## src/clkgen_regs.svh

```systemverilog
`ifndef CLKGEN_REGS_SVH
`define CLKGEN_REGS_SVH
`define REG_ADDR_W 8
`define CFG_SSC_FIRST 8'hac
`define CFG_SSC_LAST 8'hbd
`define Q_DISABLE_CODE 7'h7f
`define TSSC_EXTRA 5'h02
`define OFFSET_MAX 6'h3f
`define NUM_SD 12
`define NUM_OUT_DIV 6
`define LFSR_SEED 8'ha5
`define SSC_IDX_TSSC 8'hac
`define SSC_IDX_NSSC 8'had
`define SSC_IDX_OFFS 8'hae
`define SSC_IDX_OPT 8'haf
`define SSC_IDX_SD0 8'hb0
`define CTRL_IDX_PLL 8'h00
`define CTRL_IDX_DIV 8'h10
`define STAT_IDX_M0 8'hc0
`define STAT_IDX_SSC 8'hc2
`endif

```

## src/clkgen_pkg.sv

```systemverilog
package clkgen_pkg;
    typedef enum logic [1:0] {
        QUAD_UP_RISE = 2'b00,
        QUAD_UP_FALL = 2'b01,
        QUAD_DN_FALL = 2'b10,
        QUAD_DN_RISE = 2'b11
    } quad_e;
    typedef enum logic [1:0] {
        ODM_LOW = 2'b00,
        ODM_HIGH = 2'b01,
        ODM_HIZ = 2'b10,
        ODM_RSVD = 2'b11
    } odm_e;
endpackage

```

## src/out_divider.sv

```systemverilog
`timescale 1ns/1ps
`include "clkgen_regs.svh"
module out_divider import clkgen_pkg::*; (
    input wire logic clk_sys,
    input wire logic rst_n,
    input wire logic [6:0] q_sel,
    input wire logic out_prescale_sel,
    input wire logic [1:0] output_disable_mode,
    output logic [8:0] total_out_divide,
    output logic div_enabled,
    output logic out_clk,
    output logic out_oe
);
    typedef struct packed {
        logic [7:0] cnt;
        logic clk;
    } div_s;
    div_s s_q, s_d;
    logic dis;
    logic [7:0] half;
    always_comb begin
        dis = (q_sel == `Q_DISABLE_CODE) && !out_prescale_sel;
        if (q_sel == `Q_DISABLE_CODE)
            total_out_divide = out_prescale_sel ? 9'h001 : 9'h000;
        else if (!out_prescale_sel)
            total_out_divide = 9'h002;
        else
            total_out_divide = {1'b0, q_sel + 8'h02} << 1;
        half = total_out_divide[8:1] - 8'h01;
        s_d = s_q;
        if (dis || total_out_divide == 9'h001) begin
            s_d.cnt = 8'h00;
            s_d.clk = 1'b0;
        end else if (s_q.cnt >= half) begin
            s_d.cnt = 8'h00;
            s_d.clk = !s_q.clk;
        end else begin
            s_d.cnt = s_q.cnt + 8'h01;
        end
    end
    always_ff @(posedge clk_sys) begin
        if (!rst_n)
            s_q <= '0;
        else
            s_q <= s_d;
    end
    // Divide-by-1 passes a level marker only; real bypass happens in the analog path
    always_comb begin
        div_enabled = !dis;
        out_oe = !(dis && output_disable_mode == ODM_HIZ);
        if (dis)
            out_clk = (output_disable_mode == ODM_HIGH);
        else if (total_out_divide == 9'h001)
            out_clk = 1'b1;
        else
            out_clk = s_q.clk;
    end
endmodule // out_divider

```

## src/pll_divider_ssc_modulator.sv

```systemverilog
// Summary of operation
// Each PLL has a 7-bit reference divider and 12-bit feedback divider.
// Fractional PLL M is 2N+A+1 if A nonzero, else 2N; others M=N.
// Q all ones: prescale 0 disables, 1 divides by one; else /2 or /(Q+2)*2.
// Disabled divider makes no clock; output held high, low or released per mode.
// Undivided output has no divider; outputs 1 to 6 each have one.
// The (Q+2)*2 path gives even ratios from 4 to 256.
// Software disables a divider only for outputs never used.
// Spread settings live at configuration addresses 0xAC to 0xBD.
// Modulation runs while step period is nonzero, fully off when zero.
// Software programs step period only 5 to 14.
// Each step lasts step period plus 2 cycles; quadrant has count times 2 samples.
// Software programs sample count only 1 to 6.
// All four quadrants mirror each other using the same deltas.
// Modulation period is four quadrants of samples times step cycles.
// Offset 0 gives center spread; nonzero gives down spread about M-1+offset. The code instead centers the spread on M-1 and swings both up and down.
// Twelve 4-bit delta samples stored; sample count picks how many apply.
// Software keeps delta sum at most 63 minus offset.
// Waveform starts at offset then accumulates each delta.
// Dither set randomizes accumulated sample least significant bit.
// Doubling bit doubles accumulated total; clear keeps nominal amplitude.
// Software never enables steps with zero offset and zero deltas.
// Software uses the fractional field whenever spread is enabled.
// Reference divider zero powers down PLLs 0, 1 and 2.
// Effective fractional PLL feedback value changes only on detector edges.
`timescale 1ns/1ps
`include "clkgen_regs.svh"
module pll_divider_ssc_modulator import clkgen_pkg::*; (
    input wire logic clk_sys,
    input wire logic rst_n,
    input wire logic pfd_tick,
    input wire logic [7:0] addr,
    input wire logic [7:0] wdata,
    input wire logic wr_en,
    input wire logic rd_en,
    output logic [7:0] rdata,
    output logic [3:0] pll_power_down,
    output logic [13:0] fractional_pll_m,
    output logic [11:0] pll1_m,
    output logic [11:0] pll2_m,
    output logic [11:0] pll3_m,
    output logic [6:0] fractional_pll_ref_div,
    output logic [6:0] pll1_ref_div,
    output logic [6:0] pll2_ref_div,
    output logic [6:0] pll3_ref_div,
    output logic [13:0] ssc_mod_value,
    output logic ssc_active,
    output logic undivided_output_en,
    output logic [5:0] out_clk,
    output logic [5:0] out_oe,
    output logic [5:0] div_enabled
);
    typedef struct packed {
        logic [3:0][6:0] ref_div;
        logic [3:0][11:0] fb_div;
        logic [3:0] frac_a;
        logic [5:0][6:0] q_sel;
        logic [5:0] out_prescale_sel;
        logic [5:0][1:0] output_disable_mode;
        logic [3:0] tssc;
        logic [2:0] nssc;
        logic [5:0] offset;
        logic dither_enable;
        logic amplitude_double;
        logic [11:0][3:0] shape_delta_sample;
        logic [4:0] step_cnt;
        logic [3:0] samp_idx;
        quad_e quad;
        logic [6:0] accum;
        logic [7:0] lfsr;
        logic [13:0] m_eff;
        logic [7:0] rdata;
    } st_s;
    st_s s_q, s_d;
    logic [7:0] ra;
    logic [13:0] m_nom;
    logic [3:0] nsamp;
    logic [3:0] cur_delta;
    logic [7:0] wave;
    logic [8:0] scaled;
    logic step_done;
    logic [4:0] step_len;
    logic [3:0] sd_idx;
    logic [8:0] tod [6];
    always_comb begin
        // FRACTIONAL_PLL multiplier from integer and fractional fields
        if (s_q.frac_a != 4'h0)
            m_nom = {1'b0, s_q.fb_div[0], 1'b0} + {10'h000, s_q.frac_a} + 14'h0001;
        else
            m_nom = {1'b0, s_q.fb_div[0], 1'b0};
        nsamp = {s_q.nssc, 1'b0};
        step_len = {1'b0, s_q.tssc} + `TSSC_EXTRA;
        step_done = (s_q.step_cnt >= step_len - 5'h01);
        sd_idx = (s_q.quad == QUAD_UP_FALL || s_q.quad == QUAD_DN_RISE) ?
            (nsamp - 4'h1 - s_q.samp_idx) : s_q.samp_idx;
        cur_delta = (sd_idx < 4'd12) ? s_q.shape_delta_sample[sd_idx] : 4'h0;
        wave = {1'b0, s_q.accum};
        if (s_q.dither_enable)
            wave[0] = s_q.lfsr[0];
        scaled = s_q.amplitude_double ? {wave, 1'b0} : {1'b0, wave};
        s_d = s_q;
        s_d.rdata = 8'h00;
        ra = addr;
        if (wr_en) begin
            if (ra < `CTRL_IDX_PLL + 8'h04) begin
                s_d.ref_div[ra[1:0]] = wdata[6:0];
            end else if (ra < `CTRL_IDX_PLL + 8'h08) begin
                s_d.fb_div[ra[1:0]][7:0] = wdata;
            end else if (ra < `CTRL_IDX_PLL + 8'h0c) begin
                s_d.fb_div[ra[1:0]][11:8] = wdata[3:0];
            end else if (ra == `CTRL_IDX_PLL + 8'h0c) begin
                s_d.frac_a = wdata[3:0];
            end else if (ra >= `CTRL_IDX_DIV && ra < `CTRL_IDX_DIV + 8'h06) begin
                s_d.q_sel[ra[2:0]] = wdata[6:0];
                s_d.out_prescale_sel[ra[2:0]] = wdata[7];
            end else if (ra >= `CTRL_IDX_DIV + 8'h08 && ra < `CTRL_IDX_DIV + 8'h0e) begin
                s_d.output_disable_mode[ra[2:0]] = wdata[1:0];
            end else if (ra == `SSC_IDX_TSSC) begin
                s_d.tssc = wdata[3:0];
            end else if (ra == `SSC_IDX_NSSC) begin
                s_d.nssc = wdata[2:0];
            end else if (ra == `SSC_IDX_OFFS) begin
                s_d.offset = wdata[5:0];
            end else if (ra == `SSC_IDX_OPT) begin
                s_d.dither_enable = wdata[0];
                s_d.amplitude_double = wdata[1];
            end else if (ra >= `SSC_IDX_SD0 && ra < `SSC_IDX_SD0 + 8'h0c) begin
                s_d.shape_delta_sample[4'(ra - `SSC_IDX_SD0)] = wdata[3:0];
            end
        end
        if (rd_en) begin
            if (ra < `CTRL_IDX_PLL + 8'h04)
                s_d.rdata = {1'b0, s_q.ref_div[ra[1:0]]};
            else if (ra < `CTRL_IDX_PLL + 8'h08)
                s_d.rdata = s_q.fb_div[ra[1:0]][7:0];
            else if (ra < `CTRL_IDX_PLL + 8'h0c)
                s_d.rdata = {4'h0, s_q.fb_div[ra[1:0]][11:8]};
            else if (ra == `CTRL_IDX_PLL + 8'h0c)
                s_d.rdata = {4'h0, s_q.frac_a};
            else if (ra >= `CTRL_IDX_DIV && ra < `CTRL_IDX_DIV + 8'h06)
                s_d.rdata = {s_q.out_prescale_sel[ra[2:0]], s_q.q_sel[ra[2:0]]};
            else if (ra >= `CTRL_IDX_DIV + 8'h08 && ra < `CTRL_IDX_DIV + 8'h0e)
                s_d.rdata = {6'h00, s_q.output_disable_mode[ra[2:0]]};
            else if (ra == `SSC_IDX_TSSC)
                s_d.rdata = {4'h0, s_q.tssc};
            else if (ra == `SSC_IDX_NSSC)
                s_d.rdata = {5'h00, s_q.nssc};
            else if (ra == `SSC_IDX_OFFS)
                s_d.rdata = {2'h0, s_q.offset};
            else if (ra == `SSC_IDX_OPT)
                s_d.rdata = {6'h00, s_q.amplitude_double, s_q.dither_enable};
            else if (ra >= `SSC_IDX_SD0 && ra < `SSC_IDX_SD0 + 8'h0c)
                s_d.rdata = {4'h0, s_q.shape_delta_sample[4'(ra - `SSC_IDX_SD0)]};
            else if (ra == `STAT_IDX_M0)
                s_d.rdata = s_q.m_eff[7:0];
            else if (ra == `STAT_IDX_M0 + 8'h01)
                s_d.rdata = {2'h0, s_q.m_eff[13:8]};
            else if (ra == `STAT_IDX_SSC)
                s_d.rdata = {s_q.quad, 5'h00, s_q.tssc != 4'h0};
        end
        if (s_q.tssc == 4'h0) begin
            // modulator fully off, waveform parked at the offset
            s_d.step_cnt = 5'h00;
            s_d.samp_idx = 4'h0;
            s_d.quad = QUAD_UP_RISE;
            s_d.accum = {1'b0, s_q.offset};
            if (pfd_tick)
                s_d.m_eff = m_nom;
        end else if (pfd_tick) begin
            s_d.lfsr = {s_q.lfsr[6:0], s_q.lfsr[7] ^ s_q.lfsr[5] ^ s_q.lfsr[4] ^ s_q.lfsr[3]};
            // center spread swings about M; nonzero offset moves the swing center to M-1, still up and down
            if (s_q.quad == QUAD_UP_RISE || s_q.quad == QUAD_UP_FALL)
                s_d.m_eff = m_nom + {5'h00, scaled};
            else
                s_d.m_eff = m_nom - {5'h00, scaled};
            if (s_q.offset != 6'h00)
                s_d.m_eff = s_d.m_eff - 14'h0001;
            if (step_done) begin
                s_d.step_cnt = 5'h00;
                // Magnitude grows in the first quadrant of each half, shrinks in the second
                if (s_q.quad == QUAD_UP_RISE || s_q.quad == QUAD_DN_FALL)
                    s_d.accum = s_q.accum + {3'h0, cur_delta};
                else
                    s_d.accum = s_q.accum - {3'h0, cur_delta};
                if (s_q.samp_idx >= nsamp - 4'h1) begin
                    s_d.samp_idx = 4'h0;
                    s_d.quad = quad_e'(s_q.quad + 2'h1);
                end else begin
                    s_d.samp_idx = s_q.samp_idx + 4'h1;
                end
            end else begin
                s_d.step_cnt = s_q.step_cnt + 5'h01;
            end
        end
    end
    always_ff @(posedge clk_sys) begin
        if (!rst_n) begin
            s_q <= '0;
            s_q.lfsr <= `LFSR_SEED;
        end else begin
            s_q <= s_d;
        end
    end
    genvar g;
    generate
        for (g = 0; g < `NUM_OUT_DIV; g++) begin : g_div
            out_divider u_div (
                .clk_sys(clk_sys),
                .rst_n(rst_n),
                .q_sel(s_q.q_sel[g]),
                .out_prescale_sel(s_q.out_prescale_sel[g]),
                .output_disable_mode(s_q.output_disable_mode[g]),
                .total_out_divide(tod[g]),
                .div_enabled(div_enabled[g]),
                .out_clk(out_clk[g]),
                .out_oe(out_oe[g])
            );
        end
    endgenerate
    always_comb begin
        rdata = s_q.rdata;
        pll_power_down = {1'b0, s_q.ref_div[2] == 7'h00, s_q.ref_div[1] == 7'h00,
            s_q.ref_div[0] == 7'h00};
        fractional_pll_m = s_q.m_eff;
        pll1_m = s_q.fb_div[1];
        pll2_m = s_q.fb_div[2];
        pll3_m = s_q.fb_div[3];
        fractional_pll_ref_div = s_q.ref_div[0];
        pll1_ref_div = s_q.ref_div[1];
        pll2_ref_div = s_q.ref_div[2];
        pll3_ref_div = s_q.ref_div[3];
        ssc_mod_value = {5'h00, scaled};
        ssc_active = s_q.tssc != 4'h0;
        undivided_output_en = s_q.ref_div[0] != 7'h00;
    end
endmodule // pll_divider_ssc_modulator

```

## config.mk

```make
export PLATFORM = sky130hd
export DESIGN_NAME = pll_divider_ssc_modulator
export DESIGN_NICKNAME = d
export VERILOG_FILES = /design/src/clkgen_pkg.sv /design/src/out_divider.sv /design/src/pll_divider_ssc_modulator.sv
export VERILOG_INCLUDE_DIRS = /design/src
export SDC_FILE = /design/constraint.sdc
export NUM_CORES = 1
export LEC_CHECK = 0
export ABC_AREA = 1
export ABC_CLOCK_PERIOD_IN_PS = 10010
export CORE_ASPECT_RATIO = 0.8
export CORE_UTILIZATION = 40
export DETAILED_ROUTE_END_ITERATION = 10
export DONT_BUFFER_PORTS = 1
export GPL_ROUTABILITY_DRIVEN = 0
export PLACE_DENSITY = 0.54
export REMOVE_ABC_BUFFERS = 1
export SLEW_MARGIN = 20
export SYNTH_ARGS = -nofsm -noshare
export SYNTH_HDL_FRONTEND = slang
export SYNTH_SLANG_ARGS = --single-unit
```

## constraint.sdc

```tcl
create_clock -name clk_sys -period 10.01 [get_ports clk_sys]
set_clock_uncertainty 0.2 [all_clocks]
set_input_delay 2.002 -clock clk_sys [delete_from_list [all_inputs] [get_ports clk_sys]]
set_output_delay 2.002 -clock clk_sys [all_outputs]
set_load 0.01 [all_outputs]
```

==> impl_metrics.json, run 1 <==
{
  "status": "finished, final reports clean",
  "crit_fanout": 5,
  "cts-htree-levels": 2,
  "synth_common_cells": "397 x nand2_1, 337 x inv_1, 305 x dfxtp_1",
  "synth_compound_area_frac": 0.201,
  "drtAntennaViolNets": 0,
  "synth_area_leader_cell": "dfxtp_1",
  "grt-ovfl-total": 0,
  "hold_viol": 0,
  "tns_ns": 0,
  "first_pass_iters": 6,
  "synth-adder-area-share": 0.0734,
  "layout_setup_ws_ns": 5.10,
  "synth_top_family_by_area": "simple AND/OR/NAND/NOR gates",
  "combPwrFrac": 0.036,
  "holdBufCountCts": 0,
  "viasPerCell": 5.52,
  "cts_tree": "yes",
  "yosys_warnings": 0,
  "synth_flop_cell": "dfxtp_1",
  "setup_viol": 0,
  "drc": 0,
  "synth_edf_count": 0,
  "core_area_sq_mm": 0.0474,
  "finalNetCount": 2727,
  "drv_slew": 0,
  "worstPathRequired_ns": 7.81,
  "p_int_w": 0.00200,
  "portBuffers": 0,
  "layout_worst_path_cycle_share": 0.491,
  "switchingPower_w": 0.000635,
  "wirelength_mm": 63.4,
  "synth.area.top_cells": "dfxtp_1 31%, nand2_1 7.7%, ha_1 7.0%",
  "netlist_instances": 2752,
  "period_needed_ns": 4.91,
  "cts.sink_count": 305,
  "clock-root-buffer": "clkbuf_16",
  "yosys.area.top_type_share": 0.315,
  "ios": 145,
  "clk_pin_slew_worst_paths_ns": 0.06,
  "drive_gt1_frac": 0.0584,
  "r2r_slack_ns": 5.32,
  "fp-row-count": 71,
  "fmax_mhz": 204,
  "antenna_found_initial": 0,
  "min_to": "s_q[24]",
  "rsz0062_at_grt": "no",
  "fp.dieH_microns": 199,
  "cts_made_buffers": 36,
  "critPathKind": "flip-flop to output port",
  "maxSlewHeadroom": 0.283,
  "synth_xor_area_frac": 0.0505,
  "worst_setup_path_end_kind": "output port",
  "utilization": 0.424,
  "worstMarginPinSlew_ns": 1.07,
  "rr_endpoint": "s_q[36]",
  "hp-class": "flip-flop to flip-flop",
  "synth_area_sq_mm": 0.0194,
  "cp.arrival_ns": 2.71,
  "wl_met1_mm": 30.0,
  "grtUsageTotal": 0.255,
  "synthMuxAreaShare": 0,
  "irDropWorstVdd_uv": 132,
  "avgSynthCellArea_sq_um": 7.05,
  "dp_hpwl_mm": 46.9,
  "grt_max_degree": 186,
  "cts_resized": 0,
  "startpoint": "s_q[151]",
  "areaGrowthSynthToFinish_pct": 3.74,
  "maxCapViolations": 0,
  "powerDensity_mw_per_mm2": 131,
  "synth.distinct_cells": 64,
  "routed-via-count": 17900,
  "dp_slack_ns": 5.12,
  "wl_met3_mm": 6.20,
  "antennaDiodeCount": 0,
  "grt_pass1_wl_mm": 97.8,
  "clock_latency_ns": 0.54,
  "swShare": 0.241,
  "synthSimpleGateAreaFrac": 0.225,
  "die_w_microns": 248,
  "start_kind": "flip-flop",
  "dr_wl_met2_mm": 26.0,
  "clock_path_buffers": 3,
  "ys_ff_latch": 305,
  "hold_path_depth": 2,
  "cts_setup_buffers": 0,
  "synth-async-reset-ratio": 0,
  "seqPwrFrac": 0.464,
  "hold_start": "s_q[24]",
  "grt_pass1_vias": 16500,
  "top_layer_used": "met4",
  "r2r_start": "nsamp[1]",
  "rr_worst_depth": 27,
  "power_frac_clock": 0.500,
  "seq_area_frac_synth": 0.315,
  "start_util": 0.409,
  "yosysMostFrequentCell": "nand2_1",
  "power_leakage_nw": 7.78,
  "routedWlPerCell_microns": 19.5,
  "drtIter0Drc": 1664,
  "dieArea_sq_mm": 0.0494
}
-- worst max-delay path: stages, from the launching register on --
cell and delay [ns]:
dfxtp_1 0.34, inv_1 0.11, nor3_1 0.49, nand2_1 0.16, nor2_2 0.15, inv_1 0.11
nor2_1 0.32, nand3_1 0.24, o211ai_1 0.26
-- power groups by stage --
stage          sequential, W  clock, W  combinational, W
6_report             0.00122   0.00132         0.0000949
5_1_grt              0.00122   0.00139          0.000103
4_1_cts              0.00122   0.00134         0.0000924
3_5_place_dp         0.00125         0         0.0000919
3_3_place_gp         0.00125         0         0.0000909
2_1_floorplan        0.00125         0         0.0000598
-- cell families after synthesis --
kind of cell | count (synthesis)
xor+xnor | 111
simple gates | 961
compound gates | 697
fa+ha+maj | 112
flops | 305
buf+inv | 565
other cells | 1
-- final cells by class --
cell class,count,area [sq um]
fillers,4968,27300
multi-input cells,1888,10700
flip-flops and latches,305,6110
inverters,357,1340
clock buffers,51,1050
well taps,620,776
clock inverters,15,116
repair buffers,6,45.0
-- metal layers --
metal,up-vias,GRT usage
met5,-,0
met4,0,0.0558
met3,80,0.0695
met2,661,0.371
met1,8308,0.369
li1,8833,-
-- worst max-delay path by stage --
stage,end,slack [ns],cells past startpoint
floorplan,rdata[0],5.10,13
global placement,rdata[4],5.14,12
detailed placement,rdata[4],5.12,11
CTS,out_clk[3],5.15,9
global route,s_q[36],4.97,27
finish,out_clk[3],5.10,8
-- cell usage in the layout (no fill, tap or decap), drive strengths merged, types with 3 or more instances in the layout --
master   instances
nand2          412
inv            358
dfxtp          305
o21ai          280
nor2           267
a21oi          258
nand3          136
ha             109
xor2            74
clkbuf          51
nand4           48
o22ai           47
nor3            42
xnor2           37
a211oi          31
nor4            14
a31oi           13
a22oi           12
nand3b          11
o2111ai         11
clkinv          11
o211ai          10
a221oi          10
or2             10
o221ai           9
and3             8
nor3b            8
conb             7
buf              6
a41oi            3
o2bb2ai          3
fa               3
-- stage by stage --
step | power [W] | instance area, sq um | instances | hold WS (ns)
6_report | 0.00263 | 20100 | 3242 | 0.268
3_3_place_gp | 0.00134 | 18900 | 3176 | 0.244
3_5_place_dp | 0.00134 | 18900 | 3176 | 0.250
4_1_cts | 0.00265 | 20100 | 3242 | 0.265
5_1_grt | 0.00272 | 20100 | 3242 | 0.276
2_1_floorplan | 0.00131 | 18100 | 2550 | 0.230
-- registers in the layout (all words and copies together), names as in the netlist --
signal / cells
s_q: 162
g_div.u_div.s_q: 54
fractional_pll_m: 14
pll1_m: 12
pll2_m: 12
pll3_m: 12
rdata: 8
fractional_pll_ref_div: 7
pll1_ref_div: 7
pll2_ref_div: 7
pll3_ref_div: 7
nsamp: 3
Note: power is estimated with default switching activity, not from simulation.
==> run 2: changes to the inputs <==
--- a/config.mk
+++ b/config.mk
@@ -6,8 +6,8 @@
 export SDC_FILE = /design/constraint.sdc
 export NUM_CORES = 1
 export LEC_CHECK = 0
-export ABC_AREA = 1
-export ABC_CLOCK_PERIOD_IN_PS = 10010
+export ABC_AREA = 0
+export ABC_CLOCK_PERIOD_IN_PS = 4850
 export CORE_ASPECT_RATIO = 0.8
 export CORE_UTILIZATION = 40
 export DETAILED_ROUTE_END_ITERATION = 10
==> constraint.sdc (replaced) <==
create_clock -name clk_sys -period 4.85 [get_ports clk_sys]
set_clock_uncertainty 0.2 [all_clocks]
set_input_delay 0.97 -clock clk_sys [delete_from_list [all_inputs] [get_ports clk_sys]]
set_output_delay 0.97 -clock clk_sys [all_outputs]
set_load 0.01 [all_outputs]
==> impl_metrics.json, run 2 <==
{
  "crit_end": "fractional_pll_m[11]",
  "grt_pass1_vias": 15800,
  "mostFrequentLayoutCell": "dfxtp_1",
  "synth_area_leader_cell": "dfxtp_1",
  "areaGrowthSynthToFinish_pct": 4.36,
  "cts_made_buffers": 37,
  "hp-class": "flip-flop to flip-flop",
  "die_w_microns": 252,
  "grtUsageTotal": 0.235,
  "seq_area_frac_synth": 0.306,
  "tns_ns": 0,
  "utilization": 0.427,
  "cts.sink_count": 305,
  "startpoint": "s_q[172]",
  "grt_max_degree": 126,
  "ys_ff_latch": 305,
  "rr_endpoint": "fractional_pll_m[11]",
  "yosysMostFrequentCell": "dfxtp_1",
  "wirelength_mm": 60.4,
  "p_int_w": 0.00422,
  "yosys.area.top_type_share": 0.306,
  "drc": 0,
  "rsz0062_at_grt": "no",
  "routedWlPerCell_microns": 20.6,
  "antenna_found_initial": 1,
  "core_area_sq_mm": 0.0488,
  "largest_reg_flops": 162,
  "synth_edf_count": 0,
  "first_pass_iters": 5,
  "fmax_mhz": 223,
  "power_leakage_nw": 7.85,
  "cp.arrival_ns": 4.77,
  "r2r_slack_ns": 0.37,
  "seqPwrFrac": 0.462,
  "hold_viol": 0,
  "maxSlewHeadroom": 0.326,
  "critPathKind": "flip-flop to flip-flop",
  "fp-row-count": 72,
  "period_needed_ns": 4.48,
  "start_util": 0.409,
  "combPwrFrac": 0.027,
  "dp_slack_ns": 0.189,
  "powerDensity_mw_per_mm2": 263,
  "fp.dieH_microns": 202,
  "holdBufCountCts": 0,
  "grt_pass1_wl_mm": 93.3,
  "clock_latency_ns": 0.57,
  "irDropWorstVdd_uv": 204,
  "crit_fanout": 10,
  "grt-ovfl-total": 0,
  "worstPathRequired_ns": 5.14,
  "clk_pin_slew_worst_paths_ns": 0.07,
  "viasPerCell": 5.73,
  "cts-htree-levels": 2,
  "cts_tree": "yes",
  "netlist_instances": 2425,
  "synth-async-reset-ratio": 0,
  "drv_slew": 0,
  "portBuffers": 0,
  "clock-root-buffer": "clkbuf_16",
  "maxCapViolations": 0,
  "rr_worst_depth": 15,
  "final_cell_mix": "304 x dfxtp_1, 280 x nor2_1, 265 x nand2_1, 170 x a21oi_1, 135 x mux2i_1",
  "drive_gt1_frac": 0.0763,
  "top_register": "s_q",
  "synth_flop_cell": "dfxtp_1",
  "dp_hpwl_mm": 43.1,
  "layout_worst_path_cycle_share": 0.924,
  "routed-via-count": 16800,
  "synth_area_sq_mm": 0.0200,
  "drtIter0Drc": 1382,
  "finalNetCount": 2376,
  "synth.area.top_cells": "dfxtp_1 31%, ha_1 6.8%, mux2i_1 6.8%",
  "drtAntennaViolNets": 0,
  "swShare": 0.230,
  "avgSynthCellArea_sq_um": 8.23,
  "switchingPower_w": 0.00126,
  "synth.distinct_cells": 79,
  "synth_common_cells": "305 x dfxtp_1, 281 x nor2_1, 265 x nand2_1",
  "fill_cells": 4870,
  "worst_setup_path_end_kind": "flip-flop",
  "layout_setup_ws_ns": 0.367,
  "dieArea_sq_mm": 0.0508,
  "ios": 145,
  "status": "finished, final reports clean",
  "clock_path_buffers": 3,
  "worstMarginPinSlew_ns": 1.01,
  "start_kind": "flip-flop",
  "power_frac_clock": 0.511,
  "yosys_warnings": 0,
  "setup_viol": 0,
  "r2r_start": "s_q[172]",
  "antennaDiodeCount": 0
}
==> run 2: changes by cell type after synthesis, moves of 50 or more <==
cell	delta
a21oi_1	-87
mux2i_1	+135
clkbuf_1	+50
nand2_1	-132
inv_1	-256
o21ai_0	-135
mux4_2	+54
==> run 2: logic make-up (layout without fill, tap and decap cells) <==
kind of cell,Yosys count,count (layout),synth area share
fa+ha+maj,112,112,0.0714
other cells,1,7,0.000188
simple gates,865,865,0.196
buf+inv,332,168,0.0846
xor+xnor,132,132,0.0583
mux,201,201,0.135
compound gates,477,477,0.148
flops,305,305,0.306
==> run 2: critical path: stages (launching register included) <==
cell and delay [ns]:
dfxtp_1 0.45, ha_1 0.28, a21o_1 0.19, a21o_1 0.20, a21oi_1 0.34, nor3b_1 0.11
xor2_1 0.19, ha_1 0.47, o21ai_0 0.21, a21o_1 0.23, o31ai_1 0.40, o211ai_1 0.21
a2111oi_2 0.44, xnor2_1 0.17, mux2i_1 0.10, a211oi_1 0.23
==> run 2: repair_timing <==
item,in CTS,in global routing
setup endpoints to repair,0,3
gates resized for setup,0,9
buffers inserted,0,1
==> run 2: how the worst min path moves through the flow <==
stage	from	to	slack [ns]	cells after the start
after global routing	rst_n	s_q[27]	0.25	1
after floorplan	g_div[1].u_div.s_q[1]	g_div[1].u_div.s_q[1]	0.23	1
after detailed placement	s_q[28]	s_q[28]	0.25	2
after CTS	rst_n	s_q[27]	0.25	1
after global placement	s_q[28]	s_q[28]	0.24	2
final	s_q[28]	s_q[28]	0.26	2
==> run 2: routing by layer <==
layer,wire [microns],vias up,track usage
met3,5530,81,0.0731
met5,13,-,0
met2,25200,591,0.341
met4,1310,2,0.0640
met1,28400,8104,0.334
li1,-,8040,-
==> run 2: through the flow <==
stage / total power, W / hold slack, ns / cell area, sq um / cells
6_report: 0.00547 / 0.257 / 20800 / 2933
5_1_grt: 0.00565 / 0.251 / 20800 / 2933
4_1_cts: 0.00552 / 0.247 / 20800 / 2932
2_1_floorplan: 0.00268 / 0.226 / 18600 / 2182
3_3_place_gp: 0.00273 / 0.242 / 19600 / 2869
3_5_place_dp: 0.00273 / 0.251 / 19600 / 2869
==> run 2: power by group through the flow <==
| stage | sequential (W) | combinational (W) | clock (W) |
|---|---|---|---|
| 6_report | 0.00253 | 0.000150 | 0.00280 |
| 5_1_grt | 0.00253 | 0.000161 | 0.00296 |
| 3_3_place_gp | 0.00258 | 0.000146 | 0 |
| 2_1_floorplan | 0.00258 | 0.000102 | 0 |
| 4_1_cts | 0.00253 | 0.000148 | 0.00285 |
| 3_5_place_dp | 0.00258 | 0.000147 | 0 |
==> run 2: cell type report <==
class | count | area, sq um | share of cell area
well taps | 666 | 833 | 0.0400
flip-flops and latches | 305 | 6110 | 0.293
repair buffers | 22 | 178 | 0.00853
multi-input cells | 1794 | 12200 | 0.587
clock inverters | 13 | 178 | 0.00853
clock buffers | 50 | 995 | 0.0478
inverters | 83 | 317 | 0.0152
==> run 3: changes to the inputs <==
--- a/config.mk
+++ b/config.mk
@@ -8,12 +8,14 @@
 export LEC_CHECK = 0
 export ABC_AREA = 0
 export ABC_CLOCK_PERIOD_IN_PS = 4850
+export CELL_PAD_IN_SITES_DETAIL_PLACEMENT = 1
+export CELL_PAD_IN_SITES_GLOBAL_PLACEMENT = 1
 export CORE_ASPECT_RATIO = 0.8
 export CORE_UTILIZATION = 40
 export DETAILED_ROUTE_END_ITERATION = 10
 export DONT_BUFFER_PORTS = 1
 export GPL_ROUTABILITY_DRIVEN = 0
-export PLACE_DENSITY = 0.54
+export PLACE_DENSITY = 0.68
 export REMOVE_ABC_BUFFERS = 1
 export SLEW_MARGIN = 20
 export SYNTH_ARGS = -nofsm -noshare
==> impl_metrics.json, run 3 (synthesis results as in run 2) <==
{
  "status": "finished, final reports clean",
  "maxSlewHeadroom": 0.335,
  "drtAntennaViolNets": 0,
  "drc": 0,
  "die_w_microns": 252,
  "powerDensity_mw_per_mm2": 265,
  "wirelength_mm": 65.8,
  "fp.dieH_microns": 202,
  "layout_setup_ws_ns": 0.343,
  "first_pass_iters": 5,
  "top_register": "s_q",
  "worstMarginPinSlew_ns": 0.998,
  "cp.arrival_ns": 4.74,
  "slowest_stage": "mux4_2",
  "dp_hpwl_mm": 47.4,
  "clock-root-buffer": "clkbuf_16",
  "crit_fanout": 12,
  "fill_cells": 5752,
  "final_area_sq_mm": 0.0209,
  "worstPathRequired_ns": 5.08,
  "path_common_cell": "ha_1",
  "crit_buf_inv": 3,
  "path_delay_family": "compound AO/OA/AOI/OAI gates",
  "largest_reg_flops": 162,
  "period_needed_ns": 4.51,
  "core_area_sq_mm": 0.0488,
  "grt-ovfl-total": 0,
  "ios": 145,
  "final-seq-area_sq_mm": 0.00611,
  "clk_pin_slew_worst_paths_ns": 0.06,
  "maxCapViolations": 0,
  "antenna_found_initial": 0,
  "grtUsageTotal": 0.257,
  "cts_tree": "yes",
  "cts-htree-levels": 2,
  "portBuffers": 0,
  "multi_input_area_sq_mm": 0.0122,
  "drive_gt1_frac": 0.0844,
  "hp-class": "flip-flop to flip-flop",
  "holdBufCountCts": 0,
  "cts.sink_count": 305,
  "mostFrequentLayoutCell": "dfxtp_1",
  "tns_ns": 0,
  "irDropWorstVdd_uv": 274,
  "dieArea_sq_mm": 0.0508,
  "place_area_sq_mm": 0.0197,
  "clock_latency_ns": 0.57,
  "hold_viol": 0,
  "final_cell_mix": "305 x dfxtp_1, 279 x nor2_1, 265 x nand2_1, 170 x a21oi_1, 135 x mux2i_1",
  "power_leakage_nw": 7.90,
  "start_util": 0.409,
  "critPathKind": "flip-flop to flip-flop",
  "grt_pass1_wl_mm": 103,
  "critPathMaxStageDelay_ns": 0.53,
  "dp_slack_ns": 0.160,
  "finalNetCount": 2382,
  "grt_max_degree": 109,
  "clock_path_buffers": 3,
  "grt_pass1_vias": 17400,
  "setup_viol": 0,
  "routed-via-count": 17300,
  "drtIter0Drc": 1240,
  "routedWlPerCell_microns": 22.3,
  "worst_setup_path_end_kind": "flip-flop",
  "viasPerCell": 5.87,
  "cts_made_buffers": 37,
  "areaGrowthSynthToFinish_pct": 4.90,
  "layout_worst_path_cycle_share": 0.929,
  "cp_cell_sequence": "inv_1 -> ha_1 -> nor2_4 -> xor2_2 -> buf_6 -> mux4_2 -> mux2i_1 -> o2bb2ai_2 -> inv_1 -> ha_1 -> nor2_1 -> xnor2_1 -> ha_1 -> nor2b_1 -> o21ai_1 -> a21boi_1 -> o21ai_0 -> nand2b_1 -> o311a_1 -> a41oi_1 -> nand3_1",
  "start_kind": "flip-flop",
  "drv_slew": 0,
  "fp-row-count": 72,
  "fmax_mhz": 222
}
[run 3: cell count changes in the layout (fill, tap and decap cells not counted), moves of 2 or more]
cell and change:
inv_6 +2, clkinvlp_4 +2, o21ai_0 -2, clkbuf_1 -8, bufinv_16 -2, buf_4 +6, clkinv_4 +2, o21ai_1 +2
clkbuf_8 +6
[run 3: per-layer routing]
layer	up-vias	GRT usage	routed length, microns
li1	8051	-	-
met5	-	0	0
met2	470	0.403	29200
met3	87	0.0542	4610
met1	8668	0.357	30700
met4	0	0.0651	1270
[run 3: per-stage QoR]
stage,utilization,hold WS [ns],power [W],cells
5_1_grt,0.429,0.271,0.00572,2941
6_report,0.429,0.264,0.00555,2942
4_1_cts,0.428,0.258,0.00562,2940
3_5_place_dp,0.402,0.249,0.00273,2875
2_1_floorplan,-,0.226,0.00268,2182
3_3_place_gp,0.402,0.242,0.00273,2875
[run 3: cell type report]
class	count	share of cell area
diodes	1	0.000120
clock buffers	48	0.0500
inverters	83	0.0151
multi-input cells	1794	0.584
flip-flops and latches	305	0.292
well taps	666	0.0398
clock inverters	17	0.00873
repair buffers	28	0.0102
[run 3: what timing repair did]
item                       CTS  global route
setup buffers                0             1
setup endpoints to repair    0             3
resized for setup            0            12
[run 3: power by group]
group / leakage [nW] / switching [W] / internal (W)
Clock: 0.598 / 0.00121 / 0.00165
Combinational: 4.85 / 0.000104 / 0.0000508
Sequential: 2.46 / 0.0000121 / 0.00251
Total: 7.90 / 0.00133 / 0.00421
[run 3: worst paths after layout]
check / startpoint / to / slack (ns) / cells after the start
setup / recovery: s_q[38] / s_q[36] / 0.34 / 21
hold / removal: s_q[24] / s_q[25] / 0.26 / 2
setup reg to reg: s_q[38] / s_q[36] / 0.34 / 21
hold reg to reg: s_q[24] / s_q[25] / 0.26 / 2
[run 3: worst min-delay path: cells and delay by family, from the launching register on]
family	cells	cell delay [ns]
AOI/OAI and AO/OA	1	0.05
DFF	1	0.31
and+or+nand+nor	1	0.05
